### config.mk
export PLATFORM = sky130hd
export DESIGN_NAME = scda_top
export DESIGN_NICKNAME = d
export VERILOG_FILES = /design/src/rtl/scda_pkg.sv /design/src/rtl/scda_top.sv /design/src/rtl/scda_cal_engine.sv
export SDC_FILE = /design/constraint.sdc
export NUM_CORES = 1
export LEC_CHECK = 0
export BUFFER_PORTS_ARGS = -buffer_cell sky130_fd_sc_hd__buf_4
export CORE_MARGIN = 2
export CORE_UTILIZATION = 25
export DETAILED_ROUTE_END_ITERATION = 8
export PLACE_DENSITY = 0.41
export SLEW_MARGIN = 10
export SYNTH_ARGS = -nofsm -noshare
export SYNTH_HDL_FRONTEND = slang
export SYNTH_HIERARCHICAL = 1
export SYNTH_SLANG_ARGS = --single-unit
export TNS_END_PERCENT = 50
### constraint.sdc
create_clock -name clock -period 5.87 [get_ports clock]
set_input_delay 1.761 -clock clock [delete_from_list [all_inputs] [get_ports clock]]
set_output_delay 1.761 -clock clock [all_outputs]
set_load 0.1 [all_outputs]
### src/rtl/scda_pkg.sv
// Constants and carrier types for the sampling clock delay adjust block.
// Assumes a single clock domain and a byte-style register address space.
`default_nettype none

package scda_pkg;

  // ****************************************
  // Register map
  // ****************************************
  localparam int unsigned ADDR_W = 10;
  localparam int unsigned DATA_W = 24;
  localparam logic [9:0] OFF_CAL_EN = 10'h2b0;
  localparam logic [9:0] OFF_CAL_RESULT = 10'h2b2;
  localparam logic [9:0] OFF_DELAY_CTRL = 10'h2b5;
  localparam logic [9:0] OFF_RAMP_CTRL = 10'h2b8;
  localparam logic [9:0] OFF_IRQ_STATUS = 10'h2ba;
  localparam logic [9:0] OFF_IRQ_MASK = 10'h2bb;

  // ****************************************
  // Field layout and reset values
  // ****************************************
  localparam int unsigned CAL_EN_BIT = 0;
  localparam int unsigned DONE_BIT = 17;
  localparam int unsigned WORD_W = 17;
  localparam int unsigned RAMP_EN_BIT = 0;
  localparam int unsigned RAMP_RATE_BIT = 1;
  localparam int unsigned IRQ_CAL_DONE = 0;
  localparam int unsigned IRQ_RAMP_DONE = 1;
  localparam int unsigned IRQ_W = 2;
  localparam logic [16:0] DELAY_RST = 17'h00000;
  localparam logic [1:0] RAMP_RST = 2'h0;

  // ****************************************
  // Timing
  // ****************************************
  localparam int unsigned RAMP_PERIOD = 256;
  localparam int unsigned APPLY_LIMIT = 1024;
  localparam logic [7:0] STEP_SLOW = 8'h01;
  localparam logic [7:0] STEP_FAST = 8'h04;
  localparam int unsigned CAL_EDGES = 4;

  typedef struct packed {
    logic inv;
    logic [7:0] coarse;
    logic [7:0] fine;
  } scda_delay_t;

  typedef struct packed {
    logic rate;
    logic en;
  } scda_ramp_t;

endpackage

`default_nettype wire

### src/rtl/scda_top.sv
// Sampling clock delay adjust: manual, ramped and calibrated delay control.
// Assumes a plain register port and inputs synchronous to the sampling clock.
//
// Summary of operation
// - Done bit set only when enabled, finished
// - Status shows computed delay word, read-only
// - Invert bit inverts the sampling clock
// - Manual coarse field sets coarse delay
// - Fine field sets fine delay, resets zero
// - Ramp steps one or four codes/256 cycles
// - No ramp: apply within 1024 cycles
// - Ramp stops when applied equals written
// - Calibration enabled ignores manual control
// - Enable rising edge starts new calibration
`default_nettype none

module scda_top #(
  parameter int unsigned RAMP_PERIOD = scda_pkg::RAMP_PERIOD,
  parameter int unsigned CAL_EDGES = scda_pkg::CAL_EDGES
) (
  input wire logic clock,
  input wire logic rst,
  input wire logic [9:0] addr,
  input wire logic [23:0] wdata,
  input wire logic wr_en,
  input wire logic rd_en,
  input wire logic sysref,
  input wire logic [16:0] phase,
  output logic [23:0] rd_data_q,
  output var scda_pkg::scda_delay_t delay_q,
  output logic irq_q
);

  localparam int unsigned TW = $clog2(RAMP_PERIOD);

  generate
    if (RAMP_PERIOD < 2 || (RAMP_PERIOD & (RAMP_PERIOD - 1)) != 0) begin : g_chk
      $error("RAMP_PERIOD must be a power of two");
    end
  endgenerate

  // ****************************************
  // Register file
  // ****************************************
  logic cal_en_q, cal_en_d;
  scda_pkg::scda_delay_t ctrl_q, ctrl_d;
  scda_pkg::scda_ramp_t ramp_q, ramp_d;
  logic [1:0] stat_q, stat_d;
  logic [1:0] mask_q, mask_d;
  logic [23:0] rd_data_d;
  logic irq_d;
  logic cal_start;
  logic cal_done;
  logic [16:0] cal_word;
  logic done_view;
  logic [1:0] events;

  logic wr_cal, wr_ctrl, wr_ramp, wr_stat, wr_mask;

  always_comb begin
    wr_cal = 1'b0;
    wr_ctrl = 1'b0;
    wr_ramp = 1'b0;
    wr_stat = 1'b0;
    wr_mask = 1'b0;
    if (!wr_en) begin
      wr_cal = 1'b0;
    end else if (addr == scda_pkg::OFF_CAL_EN) begin
      wr_cal = 1'b1;
    end else if (addr == scda_pkg::OFF_DELAY_CTRL) begin
      wr_ctrl = 1'b1;
    end else if (addr == scda_pkg::OFF_RAMP_CTRL) begin
      wr_ramp = 1'b1;
    end else if (addr == scda_pkg::OFF_IRQ_STATUS) begin
      wr_stat = 1'b1;
    end else if (addr == scda_pkg::OFF_IRQ_MASK) begin
      wr_mask = 1'b1;
    end
  end

  assign cal_start = wr_cal && wdata[scda_pkg::CAL_EN_BIT] && !cal_en_q;
  assign done_view = cal_done && cal_en_q;

  always_comb begin
    cal_en_d = wr_cal ? wdata[scda_pkg::CAL_EN_BIT] : cal_en_q;
    ctrl_d = wr_ctrl ? scda_pkg::scda_delay_t'(wdata[16:0]) : ctrl_q;
    ramp_d = wr_ramp ? scda_pkg::scda_ramp_t'(wdata[1:0]) : ramp_q;
    mask_d = wr_mask ? wdata[1:0] : mask_q;
    // Set wins over a write-one clear in the same cycle
    stat_d = (stat_q & ~(wr_stat ? wdata[1:0] : 2'h0)) | events;
    irq_d = |(stat_d & mask_d);
    rd_data_d = 24'h000000;
    if (!rd_en) begin
      rd_data_d = 24'h000000;
    end else if (addr == scda_pkg::OFF_CAL_EN) begin
      rd_data_d[scda_pkg::CAL_EN_BIT] = cal_en_q;
    end else if (addr == scda_pkg::OFF_CAL_RESULT) begin
      rd_data_d[scda_pkg::WORD_W-1:0] = cal_word;
      rd_data_d[scda_pkg::DONE_BIT] = done_view;
    end else if (addr == scda_pkg::OFF_DELAY_CTRL) begin
      rd_data_d[16:0] = ctrl_q;
    end else if (addr == scda_pkg::OFF_RAMP_CTRL) begin
      rd_data_d[1:0] = ramp_q;
    end else if (addr == scda_pkg::OFF_IRQ_STATUS) begin
      rd_data_d[1:0] = stat_q;
    end else if (addr == scda_pkg::OFF_IRQ_MASK) begin
      rd_data_d[1:0] = mask_q;
    end
  end

  always_ff @(posedge clock or posedge rst) begin
    if (rst) begin
      cal_en_q <= 1'b0;
      ctrl_q <= scda_pkg::DELAY_RST;
      ramp_q <= scda_pkg::RAMP_RST;
      stat_q <= 2'h0;
      mask_q <= 2'h0;
      rd_data_q <= 24'h000000;
      irq_q <= 1'b0;
    end else begin
      cal_en_q <= cal_en_d;
      ctrl_q <= ctrl_d;
      ramp_q <= ramp_d;
      stat_q <= stat_d;
      mask_q <= mask_d;
      rd_data_q <= rd_data_d;
      irq_q <= irq_d;
    end
  end

  // ****************************************
  // Calibration engine
  // ****************************************
  scda_cal_engine #(
    .EDGES(CAL_EDGES)
  ) u_cal (
    .clock(clock),
    .rst(rst),
    .enable(cal_en_q),
    .start(cal_start),
    .sysref(sysref),
    .phase(phase),
    .done_q(cal_done),
    .word_q(cal_word)
  );

  // ****************************************
  // Applied delay and coarse ramp
  // ****************************************
  logic [TW-1:0] tick_q, tick_d;
  logic tick_wrap;
  logic done_seen_q, done_seen_d;
  scda_pkg::scda_delay_t delay_d;
  logic [7:0] step, gap, coarse_next;

  assign tick_wrap = (tick_q == TW'(RAMP_PERIOD - 1));

  always_comb begin
    tick_d = tick_q + TW'(1);
    step = ramp_q.rate ? scda_pkg::STEP_FAST : scda_pkg::STEP_SLOW;
    gap = 8'h00;
    coarse_next = delay_q.coarse;
    if (ctrl_q.coarse > delay_q.coarse) begin
      gap = ctrl_q.coarse - delay_q.coarse;
      coarse_next = (gap <= step) ? ctrl_q.coarse : delay_q.coarse + step;
    end else if (ctrl_q.coarse < delay_q.coarse) begin
      gap = delay_q.coarse - ctrl_q.coarse;
      coarse_next = (gap <= step) ? ctrl_q.coarse : delay_q.coarse - step;
    end
    delay_d = delay_q;
    events = 2'h0;
    done_seen_d = done_view;
    if (cal_en_q) begin
      if (cal_done) begin
        delay_d = scda_pkg::scda_delay_t'(cal_word);
      end
    end else begin
      delay_d.inv = ctrl_q.inv;
      delay_d.fine = ctrl_q.fine;
      if (!ramp_q.en) begin
        delay_d.coarse = ctrl_q.coarse;
      end else if (tick_wrap) begin
        delay_d.coarse = coarse_next;
        events[scda_pkg::IRQ_RAMP_DONE] = (gap != 8'h00) && (coarse_next == ctrl_q.coarse);
      end
    end
    events[scda_pkg::IRQ_CAL_DONE] = done_view && !done_seen_q;
  end

  always_ff @(posedge clock or posedge rst) begin
    if (rst) begin
      tick_q <= '0;
      done_seen_q <= 1'b0;
      delay_q <= scda_pkg::DELAY_RST;
    end else begin
      tick_q <= tick_d;
      done_seen_q <= done_seen_d;
      delay_q <= delay_d;
    end
  end
endmodule

`default_nettype wire

### src/rtl/scda_cal_engine.sv
// Reference-edge calibration engine: measures the delay word against SYSREF.
// Assumes sysref and phase are synchronous to clock; phase comes from the
// analog phase detector and is captured on a reference edge.
`default_nettype none

module scda_cal_engine #(
  parameter int unsigned EDGES = scda_pkg::CAL_EDGES
) (
  input wire logic clock,
  input wire logic rst,
  input wire logic enable,
  input wire logic start,
  input wire logic sysref,
  input wire logic [16:0] phase,
  output logic done_q,
  output logic [16:0] word_q
);

  localparam int unsigned CW = $clog2(EDGES + 1);

  generate
    if (EDGES < 1) begin : g_chk
      $error("EDGES must be at least one");
    end
  endgenerate

  typedef enum logic [1:0] {
    SCDA_IDLE,
    SCDA_MEASURE,
    SCDA_DONE
  } scda_cal_state_t;

  scda_cal_state_t state_q, state_d;
  logic [CW-1:0] cnt_q, cnt_d;
  logic [16:0] word_d;
  logic sysref_q;
  logic done_d;
  logic rise;

  assign rise = sysref && !sysref_q;

  always_comb begin
    state_d = state_q;
    cnt_d = cnt_q;
    word_d = word_q;
    if (start) begin
      state_d = SCDA_MEASURE;
      cnt_d = '0;
    end else if (!enable) begin
      state_d = SCDA_IDLE;
    end else begin
      case (state_q)
        SCDA_MEASURE: begin
          if (rise) begin
            cnt_d = cnt_q + CW'(1);
            if (cnt_q == CW'(EDGES - 1)) begin
              word_d = phase;
              state_d = SCDA_DONE;
            end
          end
        end
        default: begin
        end
      endcase
    end
    done_d = (state_d == SCDA_DONE);
  end

  always_ff @(posedge clock or posedge rst) begin
    if (rst) begin
      state_q <= SCDA_IDLE;
      cnt_q <= '0;
      word_q <= scda_pkg::DELAY_RST;
      sysref_q <= 1'b0;
      done_q <= 1'b0;
    end else begin
      state_q <= state_d;
      cnt_q <= cnt_d;
      word_q <= word_d;
      sysref_q <= sysref;
      done_q <= done_d;
    end
  end
endmodule

`default_nettype wire

# == Word level (Yosys, flattened, before mapping) ==
# Cells that the tools add are included.
# word_totals
reg_bits,93
word_cells,120
in_bits,56
# op_classes
bitwise,5
reduce_logical,17
add_sub_neg,6
eq_ne,13
magnitude_cmp,4
mux,55
# op_table
op,n
2-to-1 mux 17 bit,4
2-to-1 mux 8 bit,8
"== test 10 bit, second input constant",6
2-to-1 mux 1 bit,25
2-to-1 mux 2 bit,11
2-to-1 mux 18 bit,1
<= comparator 8 x 3 -> 1 bit,2
subtractor 8 bit,2
2-to-1 mux 15 bit,1
2-to-1 mux 3 bit,5
"adder 8 x 1 -> 8 bit, second input constant",1
adder 8 x 3 -> 8 bit,1
== test 8 bit,1
"== test 8 bit, second input constant",1
greater-than comparator 8 bit,1
< comparator 8 bit,1
nonzero test 8 bit,1
subtractor 8 x 3 -> 8 bit,1
logical AND 1 bit,6
nonzero test 2 bit,3
AND reduction 5 bit,1
bitwise AND 2 bit,2
"adder 3 x 1 -> 3 bit, second input constant",1
"== test 3 x 2 -> 1 bit, second input constant",1
other kinds (11),13

# == Logic depth before layout (Yosys ltp) ==
# logic_depth
word_depth,13
mapped_depth,15
depth_no_buf,15

# == Cells and area by module ==
# The synthesis kept the hierarchy.
# by_module_without_submodules
module,area_per_inst_um2,n_inst,seq_area_each_um2,cells_per_inst
scda_top,4832.1,1,1726.7,540
scda_cal_engine,1039.7,1,600.6,66

# == Worst setup path before layout ==
# No wires, ideal clock.
# synth_path
kind,input -> register
from,in addr[6]
to,reg u_cal.word_q[0]
path_buffers,2
setup_time_ns,0.125
path_slack_ns,1.602
cell_stages,10
t_required_ns,5.745
arrival_ns,4.143
path_cell_list,nand4b_1 nor3b_1 nor2b_1 nor2b_1 nand3_1 nor3b_1 and4b_1 buf_6 buf_12 mux2_4
# synth_between
elab_chain_cells,7
# synth_rtl
item,line,rtl
"start, declared",scda_top.sv:23,"input wire logic [9:0] addr,"
== test 10 bit,scda_top.sv:68,end else if (addr == scda_pkg::OFF_CAL_EN) begin
2-to-1 mux 1 bit,scda_top.sv:68,
2-to-1 mux 1 bit,scda_top.sv:66,if (!wr_en) begin
logical AND 1 bit (2 in series),scda_top.sv:81,assign cal_start = wr_cal && wdata[scda_pkg::CAL_EN_BIT] && !cal_en_q;
named net cal_start,scda_top.sv:52,logic cal_start;
inverter 1 bit (no line),--,
AND reduction 5 bit (no line),--,
"end signal, assigned",scda_cal_engine.sv:73,word_q <= scda_pkg::DELAY_RST;
"end signal, assigned",scda_cal_engine.sv:79,word_q <= word_d;
"end, declared",scda_cal_engine.sv:16,output logic [16:0] word_q
# The timed path passes the listed nets, and every way through them passes these cells.
# A chain may end at the register's enable or synchronous reset.

# == Worst setup path in the final report ==
# layout_path
from,in addr[6]
to,reg u_cal.word_q[6]
# The elaborated chain is that of the path after synthesis.

==> key figures <==
Outcome
  – Run status: completed

Setup path
  – Arr. time, crit path: 4360 ps
  – CP Buf/Inv Count: 3
  – Most Frequent Cell on Critical Path: buf_4
  – CP Class: primary input to register
  – CP delay by family, top: simple AND/OR/NAND/NOR gates
  – CP Cell Sequence: buf_4 > nand4b_1 > nor3b_1 > nor2b_1 > nor2b_1 > nand3_1 > nor3b_1 > buf_4 > and4b_1 > buf_4 > mux2_4
  – Critical Path Fanout Max: 17
  – CP peak stage delay: around 420 ps
  – Worst EP required: 6100 ps
  – Setup crit end kind: register
  – Slowest-stage cell, CP: nor2b_1
  – CP Launch Type: primary input

GRT
  – Vias in the first global route: slightly above 5k
  – Largest net degree at the start of global routing: 55
  – Gr busiest metal: met2
  – Met3 Resource Use GR: 0.03304
  – Met1 Usage GRT: 0.2038
  – Routing usage on met2: 0.2624
  – GR Overflow Total: 0
  – Total Routing Usage GR: 0.1564
  – Initial antenna violation count: 0
  – First-pass GRT wire length: 29460 um

Routing
  – DRC viols: 0
  – Drt pass-1 iters: 5
  – Avg WL per Cell: 19.06 um
  – DR vias: 5028
  – DRT iter0 DRCs: 272
  – Antenna Nets Post-Route: 0
  – Avg Vias per Cell: between 5 and 6
  – Final WL: between 15000 and 20000 um

Floorplanning
  – Cell Rows: 56
  – Horiz. Die Dim: 157.3 um
  – IO Count: 98
  – Core outline area: between 0.02 and 0.025 mm^2
  – Die area: 0.02473 mm^2
  – Die Y: 157.3 um
  – Initial Util: 0.2524

Timing
  – Final worst slack: 1743 ps
  – Layout Skew: 8.279 ps
  – Fmax: 242.3 MHz
  – Final Hold Fails: 0
  – # setup viols final: 0
  – Fin crit period: 4127 ps
  – Slew margin rel.: 0.1987
  – Setup TNS: 0 ps
  – Slew at the pin closest to its max-slew limit: 1202 ps
  – Worst Hold Slack: approximately 460 ps
  – RSZ-0062 raised after global routing: false
  – Max-slew violations: 0
  – Period utilisation layout: 0.7030

Pwr
  – Sw Share: 0.3456
  – Switching component of the power: 0.6202 mW
  – Pleak: 3.266 nW
  – Int Power: between 1 and 1.5 mW
  – Peak VDD IR: 0.0001878 V
  – Clock network power share: 0.346
  – Reg power frac: 0.367
  – Comb power frac: 0.287
  – Pwr/cell area: 251.8 mW/mm^2

Finish
  – FF/Latch Area: ~0.0023 mm^2
  – Final core utilization: 0.3064
  – Area occupied by multi-input gates: 0.003253 mm^2
  – Design area: 0.007127 mm^2
  – Ant diodes: 0
  – Most common cell after layout, fill and taps aside: buf_4
  – Layout area overhead: 21.37%
  – Final net count: between 700 and 800
  – Layout filler cell count: 2485
  – Share of cells above drive strength 1: 0.2380
  – Most frequent cells in the layout: buf_4 (95), dfrtp_1 (93), nor2_1 (62)

Clocking
  – Gates resized, CTS repair: 0
  – Clock Path Buffers: 2
  – Clock Latency Late Sink: 350 ps
  – Root buffer cell: clkbuf_16
  – CTS tree: built
  – Cts hold-fix bufs: 0
  – Clock slew seen by the registers of the worst setup and hold paths: 70 ps
  – Number of setup buffers added after CTS: 0
  – TritonCTS Buffers: 9
  – Htree depth: 3
  – CTS sink count: just over 90

Synth
  – Synth unique cells: 73
  – EDFF count, synth: 0
  – Syn_area_per_cell: 9.690 um^2
  – Synthesized instance count: 606
  – Synthesized area: 0.005872 mm^2
  – Area share of the leading cell type in the synthesized netlist: 0.3963
  – Yosys reg bits: 93
  – FFs w/ async S/R, synth: 1.000
  – Ys Warns: 6
  – Post-synthesis sequential area ratio: 0.3963
  – Primary FF master, synth: dfrtp_1
  – Top cells by area, synth: dfrtp_1 (40%), mux2_2 (5.9%), ha_1 (5.8%), nor2_1 (4.0%), a21oi_1 (3.5%)
  – Leading area contributor after synthesis: dfrtp_1

Placed design
  – Placed wire-length estimate: 14160 um
  – GP Congestion: roughly 0.85
  – Post-DP Area: 0.006809 mm^2
  – Port Buffers: 84
  – Pre-CTS WS: 1415 ps

Worst hold path
  – HP Class: register to register

Flow run
  – Max_cap viols: 0
[final cells by class]
type / count / share of cell area
inverter: 31 / 0.01633
clock inverter: 6 / 0.01106
tap: 319 / 0.05600
sequential: 93 / 0.3265
timing repair buffer: 95 / 0.1001
multi-input combinational: 450 / 0.4565
clock buffer: 10 / 0.03353
[metrics by stage]
stage,std cells,power [mW]
after global placement,988,1.180
after detailed placement,988,1.181
after global routing,1004,1.880
after floorplan,611,1.013
final,1004,1.794
after CTS,1004,1.811
[sequential cells by signal, indices dropped and copies added (netlist names)]
name,cells
stat_q,2
done_seen_q,1
u_cal/done_q,1
ramp_q,2
u_cal/state_q,2
rd_data_q,18
u_cal/word_q,17
mask_q,2
u_cal/sysref_q,1
irq_q,1
cal_en_q,1
delay_q,17
u_cal/cnt_q,3
tick_q,8
ctrl_q,17
[synth_stat cells (3+ instances only)]
master     n
a211oi_1   6
a21o_1     8
a21oi_1   41
a221oi_1   6
a22oi_1   21
a311oi_1   3
a31oi_1    7
and3_1     3
buf_4      6
clkbuf_1  25
dfrtp_1   93
ha_1      27
inv_1     30
mux2_2    31
mux2_4    10
mux2i_1   16
nand2_1   41
nand2b_1  12
nand3_1   13
nand4_1   11
nor2_1    62
nor2b_1    5
nor3_1     8
nor3b_1    3
nor4_1     3
o211ai_1   4
o21ai_0   19
o22ai_1    7
o31ai_1    7
or3_1      3
xnor2_1   14
xor2_1     6
[cell families after synthesis]
kind of cell / count (synthesis) / share of synthesized area
AOI/OAI and AO/OA: 157 / 0.1867
xor gates and xnor gates: 20 / 0.02983
adders and majority gates: 29 / 0.06435
buffers and inverters: 68 / 0.05284
DFF: 93 / 0.3963
muxes: 58 / 0.1161
other: 1 / 0.0006386
and+or+nand+nor: 180 / 0.1532
[final timing paths]
kind,from,endpoint,slack (ps),cells past startpoint
max,addr[6],u_cal/word_q[6],1740,11
min,tick_q[7],tick_q[7],460,1
max reg2reg,delay_q[13],irq_q,1760,11
min reg2reg,tick_q[7],tick_q[7],460,1
max in group asynchronous,rst,ctrl_q[9],3420,3
min in group asynchronous,rst,delay_q[0],1390,2
[power groups by stage]
stage | clock (mW) | sequential (mW) | combinational [mW]
after floorplan | 0 | 0.698 | 0.315
after global placement | 0 | 0.671 | 0.509
after detailed placement | 0 | 0.671 | 0.510
after CTS | 0.640 | 0.659 | 0.512
after global routing | 0.668 | 0.660 | 0.552
final | 0.621 | 0.659 | 0.515
[layer usage]
layer,up-vias,part of all wire
li1,2353,-
met4,0,0.017
met1,2505,0.45
met3,23,0.049
met2,147,0.48
met5,-,0
(Power assumes the default switching activity.)
